<file path="src/design/fault_protect_consts.vh">
// Timing and reset constants of the switch fault protection logic
`ifndef FAULT_PROTECT_CONSTS_VH
`define FAULT_PROTECT_CONSTS_VH
`define CLK_PERIOD_NS 20
`define TURNOFF_DELAY_NS 60
`define TURNOFF_DELAY_CYC ((`TURNOFF_DELAY_NS + `CLK_PERIOD_NS - 1) / `CLK_PERIOD_NS)
`define WINDOW_NS 40
`define WINDOW_CYC ((`WINDOW_NS + `CLK_PERIOD_NS - 1) / `CLK_PERIOD_NS)
`define BLANK_NS 200
`define BLANK_CYC ((`BLANK_NS + `CLK_PERIOD_NS - 1) / `CLK_PERIOD_NS)
`define SC_RESET_CYC 400
`define CNT_W 16
`define SW_NORMAL 2'h0
`define SW_SOFT 2'h1
`endif

</file>
<file path="src/design/power_switch_fault_protect.v">
// Fault protection, thermal diode emulation and fault reporting logic
`timescale 1ns/1ps
`default_nettype none
`include "fault_protect_consts.vh"

module power_switch_fault_protect #(
	parameter SC_RESET_CYCLES = `SC_RESET_CYC,
	parameter CNT_W = `CNT_W
) (
	input wire mclk,
	input wire rst_n,
	input wire gate_cmd,
	input wire oc_cmp,
	input wire sc_cmp,
	input wire fet_hot,
	input wire drv_hot,
	input wire supply_good,
	input wire series_on,
	input wire drive_open,
	input wire neg_drain,
	input wire fwd_current,
	input wire oc_pin_in,
	output reg fet_on_r,
	output reg [1:0] drive_sel_r,
	output reg aux_regulator_en_r,
	output reg negative_rail_en_r,
	output reg fault_n_r,
	output reg fault_oe_r,
	output reg overcurrent_status_n_r,
	output reg overcurrent_status_oe_r,
	output reg combined_mode_r
);
	// Cycle counts arrive as 32-bit integers; keep only the counter width
	localparam integer DLY_I = `TURNOFF_DELAY_CYC;
	localparam integer WIN_I = `WINDOW_CYC;
	localparam integer BLANK_I = `BLANK_CYC;
	localparam integer SCR_I = SC_RESET_CYCLES;
	localparam [CNT_W-1:0] DLY = DLY_I[CNT_W-1:0];
	localparam [CNT_W-1:0] WIN = WIN_I[CNT_W-1:0];
	localparam [CNT_W-1:0] BLANK = BLANK_I[CNT_W-1:0];
	localparam [CNT_W-1:0] SCR = SCR_I[CNT_W-1:0];
	// Diode emulation states
	localparam [1:0] DE_BLANK = 2'h1;
	localparam [1:0] DE_WATCH = 2'h2;
	localparam [1:0] DE_ON = 2'h3;

	// Saturating increment shared by all counters
	function [CNT_W-1:0] inc;
		input [CNT_W-1:0] v;
		begin
			inc = (&v) ? v : v + {{(CNT_W-1){1'b0}}, 1'b1};
		end
	endfunction

	// Counter has reached a limit; a limit of one is met on the first cycle.
	// A limit of zero wraps to all ones and fires only once a counter saturates, so every count must be one or more
	function reached;
		input [CNT_W-1:0] v;
		input [CNT_W-1:0] lim;
		begin
			reached = (v >= lim - {{(CNT_W-1){1'b0}}, 1'b1});
		end
	endfunction

	// Two-flop synchronisers for every pin-side input, stage one feeds stage two only
	localparam NS = 12;
	// Bit zero is a constant one: it walks through both stages and marks
	// the first edge at which every synchronised input holds a pin sample
	wire [NS-1:0] raw = {oc_pin_in, fwd_current, neg_drain, drive_open,
		series_on, supply_good, drv_hot, fet_hot, sc_cmp, oc_cmp, gate_cmd,
		1'b1};
	reg [NS-1:0] s1_r;
	reg [NS-1:0] s2_r;
	always @(posedge mclk or negedge rst_n) begin
		if (!rst_n) begin
			s1_r <= {NS{1'b0}};
			s2_r <= {NS{1'b0}};
		end else begin
			s1_r <= raw;
			s2_r <= s1_r;
		end
	end
	// Synchronised views of the pins
	wire cmd = s2_r[1];
	wire oc_s = s2_r[2];
	wire sc_s = s2_r[3];
	wire fhot = s2_r[4];
	wire dhot = s2_r[5];
	wire sgood = s2_r[6];
	wire ser_on = s2_r[7];
	wire dopen = s2_r[8];
	wire ndrain = s2_r[9];
	wire fwd = s2_r[10];
	wire ocpin = s2_r[11];
	wire settled = s2_r[0];

	// Internal state
	reg cmd_d_r;
	reg sgood_d_r;
	reg [CNT_W-1:0] oc_cnt_r;
	reg oc_flag_r;
	reg sc_latch_r;
	reg [CNT_W-1:0] low_cnt_r;
	reg [1:0] de_st_r;
	reg [1:0] de_st_nxt;
	reg [CNT_W-1:0] blank_cnt_r;
	reg strap_done_r;
	reg rails_r;

	// Derived conditions
	wire cmd_fall = cmd_d_r & ~cmd;
	wire lockout = ~sgood;
	wire hot = fhot | dhot;
	// Delayed overcurrent reaches the window before short detect wins
	wire oc_win = oc_s && reached(oc_cnt_r, WIN);
	wire oc_off = oc_s && reached(oc_cnt_r, DLY);

	// Edge history of the synchronised command and supply-good
	always @(posedge mclk or negedge rst_n) begin
		if (!rst_n) begin
			cmd_d_r <= 1'b0;
			sgood_d_r <= 1'b0;
		end else begin
			cmd_d_r <= cmd;
			sgood_d_r <= sgood;
		end
	end

	// Overcurrent timing and cycle flag; a short that shows after the window
	// no longer blocks the flag, so a late short still reports overcurrent
	always @(posedge mclk or negedge rst_n) begin
		if (!rst_n) begin
			oc_cnt_r <= {CNT_W{1'b0}};
			oc_flag_r <= 1'b0;
		end else begin
			oc_cnt_r <= oc_s ? inc(oc_cnt_r) : {CNT_W{1'b0}};
			if (!cmd)
				oc_flag_r <= 1'b0;
			else if (oc_off && oc_win && !sc_latch_r)
				oc_flag_r <= 1'b1;
		end
	end

	// Command-low timer for the short latch clear, restarted by any high
	always @(posedge mclk or negedge rst_n) begin
		if (!rst_n)
			low_cnt_r <= {CNT_W{1'b0}};
		else
			low_cnt_r <= cmd ? {CNT_W{1'b0}} : inc(low_cnt_r);
	end

	// Short latch; a new short in the clearing cycle wins over the clear.
	// Only a full low count or power loss (reset) releases the transistor
	always @(posedge mclk or negedge rst_n) begin
		if (!rst_n)
			sc_latch_r <= 1'b0;
		else if (sc_s && !oc_win && !oc_flag_r)
			sc_latch_r <= 1'b1;
		else if (!cmd && reached(low_cnt_r, SCR))
			sc_latch_r <= 1'b0;
	end

	// Diode emulation state machine, active only with transistor hot
	always @* begin
		de_st_nxt = de_st_r;
		case (de_st_r)
			DE_BLANK: if (reached(blank_cnt_r, BLANK))
				de_st_nxt = DE_WATCH;
			DE_WATCH: if (ndrain)
				de_st_nxt = DE_ON;
			DE_ON: if (fwd)
				de_st_nxt = DE_WATCH;
			default: de_st_nxt = DE_WATCH;
		endcase
		// A command fall restarts blanking from any state
		if (cmd_fall)
			de_st_nxt = DE_BLANK;
		// Outside transistor heat, or in driver heat, park in the watch state
		if (!fhot || dhot)
			de_st_nxt = DE_WATCH;
	end

	// State register and blanking timer, timer held at zero outside blanking
	always @(posedge mclk or negedge rst_n) begin
		if (!rst_n) begin
			de_st_r <= DE_WATCH;
			blank_cnt_r <= {CNT_W{1'b0}};
		end else begin
			de_st_r <= de_st_nxt;
			blank_cnt_r <= (de_st_nxt == DE_BLANK && !cmd_fall) ?
				inc(blank_cnt_r) : {CNT_W{1'b0}};
		end
	end

	// Strap sampled once, on the first edge at which the synchroniser holds
	// a real pin level; its reset value would read as a grounded strap
	always @(posedge mclk or negedge rst_n) begin
		if (!rst_n) begin
			strap_done_r <= 1'b0;
			combined_mode_r <= 1'b0;
		end else if (!strap_done_r && settled) begin
			strap_done_r <= 1'b1;
			combined_mode_r <= ~ocpin;
		end
	end

	// Rails: on at supply-good rising edge, off in lockout or driver heat,
	// and back on once the driver cools with the supply still good
	always @(posedge mclk or negedge rst_n) begin
		if (!rst_n)
			rails_r <= 1'b0;
		else if (lockout || dhot)
			rails_r <= 1'b0;
		else if ((sgood && !sgood_d_r) || (!dhot && rails_r == 1'b0 && sgood))
			rails_r <= 1'b1;
	end

	// Reporting classes and gate blocking shared by the output registers
	wire report_fault = !ser_on || lockout || hot || dopen;
	wire gate_block = lockout || dhot || sc_latch_r || !ser_on;

	// Transistor gate; protection acts however the outputs are wired,
	// even with nobody watching them
	always @(posedge mclk or negedge rst_n) begin
		if (!rst_n)
			fet_on_r <= 1'b0;
		else if (gate_block)
			fet_on_r <= 1'b0;
		else if (fhot)
			fet_on_r <= (de_st_r == DE_ON);
		else
			fet_on_r <= cmd && !oc_flag_r && !oc_off;
	end

	// Slowed drive follows the short latch, so its turn-off is gentle
	always @(posedge mclk or negedge rst_n) begin
		if (!rst_n)
			drive_sel_r <= `SW_NORMAL;
		else
			drive_sel_r <= sc_latch_r ? `SW_SOFT : `SW_NORMAL;
	end

	// Rail enables, one register stage after the rail decision
	always @(posedge mclk or negedge rst_n) begin
		if (!rst_n) begin
			aux_regulator_en_r <= 1'b0;
			negative_rail_en_r <= 1'b0;
		end else begin
			aux_regulator_en_r <= rails_r;
			negative_rail_en_r <= rails_r;
		end
	end

	// Fault output: low for every fault class except plain overcurrent,
	// which combined mode adds as well
	always @(posedge mclk or negedge rst_n) begin
		if (!rst_n)
			fault_n_r <= 1'b0;
		else if (report_fault || sc_latch_r)
			fault_n_r <= 1'b0;
		else
			fault_n_r <= ~(combined_mode_r & oc_flag_r);
	end

	// Overcurrent output: low for overcurrent or short, idles high,
	// and stays high in combined mode where nobody reads it
	always @(posedge mclk or negedge rst_n) begin
		if (!rst_n)
			overcurrent_status_n_r <= 1'b1;
		else
			overcurrent_status_n_r <= combined_mode_r ? 1'b1 :
				~(oc_flag_r | sc_latch_r);
	end

	// Push-pull enables; the overcurrent pin floats until the strap is read,
	// since driving it earlier would fight a grounded strap
	always @(posedge mclk or negedge rst_n) begin
		if (!rst_n) begin
			fault_oe_r <= 1'b1;
			overcurrent_status_oe_r <= 1'b0;
		end else begin
			fault_oe_r <= 1'b1;
			overcurrent_status_oe_r <= strap_done_r && !combined_mode_r;
		end
	end
endmodule // power_switch_fault_protect
`default_nettype wire

</file>
<file path="config.mk">
export PLATFORM = sky130hd
export DESIGN_NAME = power_switch_fault_protect
export DESIGN_NICKNAME = d
export VERILOG_FILES = /design/src/design/power_switch_fault_protect.v
export VERILOG_INCLUDE_DIRS = /design/src /design/src/design
export SDC_FILE = /design/constraint.sdc
export NUM_CORES = 1
export LEC_CHECK = 0
export ABC_AREA = 1
export BUFFER_PORTS_ARGS = -buffer_cell sky130_fd_sc_hd__buf_2
export CAP_MARGIN = 20
export CORE_UTILIZATION = 34
export CTS_CLUSTER_DIAMETER = 80
export DETAILED_ROUTE_END_ITERATION = 7
export PLACE_DENSITY_LB_ADDON = 0.3
export SLEW_MARGIN = 20
export SYNTH_ARGS = -nofsm -noshare
export SYNTH_HDL_FRONTEND = slang
export SYNTH_SLANG_ARGS = --single-unit
</file>
<file path="constraint.sdc">
create_clock -name mclk -period 1.4 [get_ports mclk]
set_clock_uncertainty 0.1 [all_clocks]
set_input_delay 0.28 -clock mclk [delete_from_list [all_inputs] [get_ports mclk]]
set_output_delay 0.28 -clock mclk [all_outputs]
set_load 0.01 [all_outputs]
</file>
### Word-level counts from Yosys, hierarchy flattened

Cells that the tools add are included.
Widths: inputs -> output; s select.

* word-level logic and storage cells: 108
* flip-flop bits (word level): 87
* bits of input ports: 13

* mux-type cells: 23
* bitwise gates (word level): 10
* eq/ne operators: 8
* reduce and logical (&&, ||, !) cells: 41
* order comparisons: 4
* add/sub/neg operators: 3

Operators by type and width (count)
* $mux 16: 6
* $add 16x1->16 const B: 3
* $reduce_and 16->1: 3
* $ge 16x1->1 const B: 1
* $ge 16x2->1 const B: 1
* $ge 16x4->1 const B: 1
* $ge 16x9->1 const B: 1
* $logic_and 1x1->1: 15
* $logic_not 1->1: 12
* $mux 1: 11
* $mux 2: 5
* $logic_or 1x1->1: 9
* $ne 2x2->1 const B: 3
* $not 1->1: 6
* $pmux 2 s3: 1
* $eq 2x1->1 const B: 2
* $eq 2x2->1 const B: 2
* $reduce_bool 2->1: 2
* $and 1x1->1: 2
* $ne 2x1->1 const B: 1
* $or 1x1->1: 2

### Longest topological paths before layout

* depth after elaboration: 8
* gate-level depth with buffers: 10
* mapped depth without buffers: 10

### Worst setup path after synthesis

No wires, ideal clock.

* kind: register to register
* from: reg oc_cnt_r[0]
* to: reg oc_flag_r
* path slack: -0.111 ns
* clock period less this slack: 1.511 ns
* data arrival time: 1.292 ns
* cell stages (with the launch flop): 8
* setup time: 0.119 ns
* buffers on the path: 0
* path through: dfrtp_1 inv_2 ha_1 or2_2 nor2_1 nand3_1 a21oi_1 nor2_1

* word-level cells in the longest chain between the ends: 5
* elaborated cells between the ends (all ways): 7
* those cells by class: 2 x order compare; 1 x eq/ne; 4 x reduce/logical

RTL lines
* start, declared: line power_switch_fault_protect.v:100 `reg [CNT_W-1:0] oc_cnt_r;`
* start signal, assigned: line power_switch_fault_protect.v:133 `oc_cnt_r <= {CNT_W{1'b0}};`
* start signal, assigned: line power_switch_fault_protect.v:136 `oc_cnt_r <= oc_s ? inc(oc_cnt_r) : {CNT_W{1'b0}};`
* $ge 16x2->1 or $ge 16x1->1 (tied branches): line power_switch_fault_protect.v:61 `reached = (v >= lim - {{(CNT_W-1){1'b0}}, 1'b1});`
* $logic_and 1x1->1 (on tied branches): line power_switch_fault_protect.v:116, power_switch_fault_protect.v:115
* $logic_and 1x1->1 (*) (2 in series): line power_switch_fault_protect.v:139 `else if (oc_off && oc_win && !sc_latch_r)`
* $ne 2x1->1 (no line) (*)
* end signal, assigned: line power_switch_fault_protect.v:134 `oc_flag_r <= 1'b0;`
* end signal, assigned: line power_switch_fault_protect.v:138 `oc_flag_r <= 1'b0;`
* end signal, assigned: line power_switch_fault_protect.v:140 `oc_flag_r <= 1'b1;`
* end, declared: line power_switch_fault_protect.v:101 `reg oc_flag_r;`

Mark *: on every way between the ends. The rest lies on a longest branch, timed or not.
A chain may end at the register's enable or synchronous reset.

### Final worst setup path

* from: reg oc_cnt_r[0]
* to: reg fet_on_r

* word-level cells in the longest chain between the ends: 6

RTL lines
* $ge 16x2->1: line power_switch_fault_protect.v:61
* $logic_and 1x1->1: line power_switch_fault_protect.v:116 `wire oc_off = oc_s && reached(oc_cnt_r, DLY);`
* $logic_not 1->1: line power_switch_fault_protect.v:232 `fet_on_r <= cmd && !oc_flag_r && !oc_off;`
* $logic_and 1x1->1: line power_switch_fault_protect.v:232
* $mux 1: line power_switch_fault_protect.v:229 `else if (fhot)`
* $mux 1: line power_switch_fault_protect.v:227 `else if (gate_block)`
* end signal, assigned: line power_switch_fault_protect.v:230 `fet_on_r <= (de_st_r == DE_ON);`
* end signal, assigned: line power_switch_fault_protect.v:232
* end, declared: line power_switch_fault_protect.v:23 `output reg fet_on_r,`

No other way between the ends.

==> run summary <==
Highest net fanout along the worst path: 4
Core Region: 0.0110 mm²
Post-synthesis xor/xnor area fraction: 0.00224
Vias per cell: 4.60
GRT Residual Overflow: 0
Syn Area/Cell: 8.96 µm²
Initial antenna violation count: 0
Synth warn: 0
Critical setup path kind: reg -> reg
Setup tns final: -1150 ps
Clock transition at the registers of the reported paths: 60 ps
Most numerous cell in the Yosys netlist: nand2_1
I/O pins: 23
Largest net degree at the start of global routing: 38
Final worst setup slack: -108 ps
Crit path top cell by count: nand2_1
Yosys top cell by area: dfrtp_1
Worst EP required: 1560 ps
1st-iter DRT viols: 130
Post-Synth Adder-Cell Area: 0.0256
Yosys top cell area share: 0.537
Num CTS Buffers: 9
Cell Int Power: 4.39 mW
Sequential cell fraction of total power: 0.471
Clock power frac: 0.459
Ordered cell list for the critical path: inv_2 -> ha_4 -> or2_4 -> nor2_4 -> nand3_2 -> nand2_1 -> nand2_1 -> a21oi_2
Maximum vdd ir drop: 1.02 mV
Global-route wire length before repair: 14.2 mm
Async S/R FF share, synth: 1.00
Chip width: 109 µm
Inserted Diodes: 0
EDFF count, synth: 0
CP max stage delay: 410 ps
Top FF cell, synth: dfrtp_1
DRC Markers: 0
Slew Limit Fails: 0
Area growth syn-to-layout: 37.7%
Leakage: 2.66 nW
DP Wirelength: 5.88 mm
Fin Hold WS: 209 ps
Comb power frac: 0.070
Clk buf depth: 2
Hold Fails Final Rpt: 0
Crit-path slowest cell: dfrtp_1
Failing checks: setup timing
Status: finished, violations left
Routed length per instance: 12.1 µm
Register area share after synthesis: 0.551
Layout Utilization: 0.489
Vias in the first global route: 3088
Die H: 109 µm
PwrDens: 1050 mW/mm²
Minimum clock period: 1510 ps
Clk sinks: 86
Switching Share: 0.221
Multiplexer area fraction after synthesis: 0
NetSw: 1.25 mW
Clock Latency Late Sink: 340 ps
Antenna-violating nets left: 0
Htree depth: 3
Worst path arrival time: 1670 ps
Full die area: 0.0119 mm²
Main area contributors after synthesis: dfrtp_1 54%, nand2_1 9.9%, nand3_1 6.1%
Yosys reg bits: 86
Final setup vio count: 29
Worst path bufs/invs: 1
Pre-antenna DRT Iters: 4
Final Cycle Share: 1.08
Total wire length: 8.26 mm
IO Port Bufs: 20
Total GRT Usage: 0.155
Root Driver: clkbuf_16
Final nets: 561
Mapped Area: 0.00391 mm²
Share of cells above drive strength 1: 0.352
RD Place Congestion: 0.823
TritonCTS clock tree: yes
Routed vias: 3149
Synth Instances: 437
Crit start category: flip-flop
Rows: 38
Fmax: 663 MHz
RSZ-0062 raised after global routing: true
Initial Utilization: 0.355
Delay-heaviest family, CP: simple AND/OR/NAND/NOR gates
Main combinational cell family by area after synthesis: simple AND/OR/NAND/NOR gates
Distinct cells, synth: 35
Worst Hold Class: in -> async
Post-synth top cells: 103 x nand2_1, 84 x dfrtp_1, 49 x nor2_1
Compound-Gate Fraction of Synth Area: 0.0326
Maxcap violations: 0
Critical path endpoint category: flip-flop
Synth Area in Simple Gates: 0.326
power groups by stage:
stage | logic, mW | clock network [mW] | registers [mW]
final | 0.393 | 2.59 | 2.66
after global routing | 0.444 | 2.78 | 2.67
after CTS | 0.380 | 2.65 | 2.66
after detailed placement | 0.336 | 0 | 2.70
after global placement | 0.329 | 0 | 2.70
after floorplan | 0.145 | 0 | 2.71
stage by stage:
stage | cell area (µm²) | worst slack, ps | cells | power [mW]
2_1_floorplan | 3980 | -29.6 | 450 | 2.85
3_3_place_gp | 4590 | -89.9 | 649 | 3.03
3_5_place_dp | 4590 | -111 | 649 | 3.04
4_1_cts | 5200 | -89.9 | 680 | 5.69
5_1_grt | 5390 | -183 | 685 | 5.89
6_report | 5390 | -108 | 685 | 5.64
cells by family (layout without fill, tap and decap cells):
| kind of cell | Yosys count | count (layout) |
|---|---|---|
| DFF | 86 | 86 |
| xor gates and xnor gates | 1 | 1 |
| other | 2 | 15 |
| and+or+nand+nor | 265 | 265 |
| buffers and inverters | 53 | 148 |
| adders and majority gates | 8 | 8 |
| AOI/OAI and AO/OA | 22 | 22 |
registers in the layout, indices dropped and copies added, names as in the netlist, 2 cells and up:
register     cells
blank_cnt_r     16
de_st_r          2
low_cnt_r       16
oc_cnt_r        16
s1_r            12
s2_r            12
final timing paths:
check                                   startpoint                  endpoint  slack [ps]  cells after the start
setup reg to reg           oc_cnt_r[0]$_DFFE_PN0P_        fet_on_r$_DFF_PN0_        -110                      8
setup / recovery           oc_cnt_r[0]$_DFFE_PN0P_        fet_on_r$_DFF_PN0_        -110                      8
min in group mclk               s1_r[10]$_DFF_PN0_        s2_r[10]$_DFF_PN0_         250                      0
hold / removal                               rst_n  oc_cnt_r[14]$_DFFE_PN0P_         210                      2
hold reg to reg                 s1_r[10]$_DFF_PN0_        s2_r[10]$_DFF_PN0_         250                      0
max in group asynchronous                    rst_n      de_st_r[1]$_DFF_PN1_         450                      3
cell usage in the layout (no fill, tap or decap), types with 3 or more instances in the layout:
master and instances:
or2_1 3, a21oi_2 5, inv_2 10, nand2_4 4, dlygate4sd3_1 12, or2_2 7, ha_2 4, nor2_1 44
nand2_2 19, nand3_4 5, buf_12 3, dfrtp_2 4, nor2_2 7, nand4_1 15, nor2_4 10, nor3_1 6
o21ai_0 3, buf_6 11, clkbuf_16 9, nand3_1 37, nand2_1 88, a31o_2 3, o21ai_1 6, nand3_2 9
dfrtp_1 80, conb_1 15, buf_4 43, inv_1 33, buf_2 19
metal layers:
metal | track usage | part of all wire | vias up
met5 | 0 | 0 | -
met4 | 0.0571 | 0.016 | 0
met3 | 0.0320 | 0.019 | 12
met2 | 0.252 | 0.49 | 26
met1 | 0.203 | 0.47 | 1516
li1 | - | - | 1595
cell type report:
type	instances	area [µm²]
repair buffers	88	722
flip-flops and latches	86	2160
inverters	44	168
fillers	1032	5640
multi-input cells	311	1830
well taps	140	175
clock inverters	6	92.6
clock buffers	10	239
what timing repair did:
| item | in CTS | in global routing |
|---|---|---|
| hold buffers | 12 | 0 |
| hold endpoints to repair | 95 | 0 |
| setup endpoints to repair | 36 | 41 |
| setup buffers | 2 | 5 |
| pin swaps | 18 | 23 |
| gates cloned | 1 | 0 |
| gates resized for setup | 42 | 41 |
(Power assumes the default switching activity.)
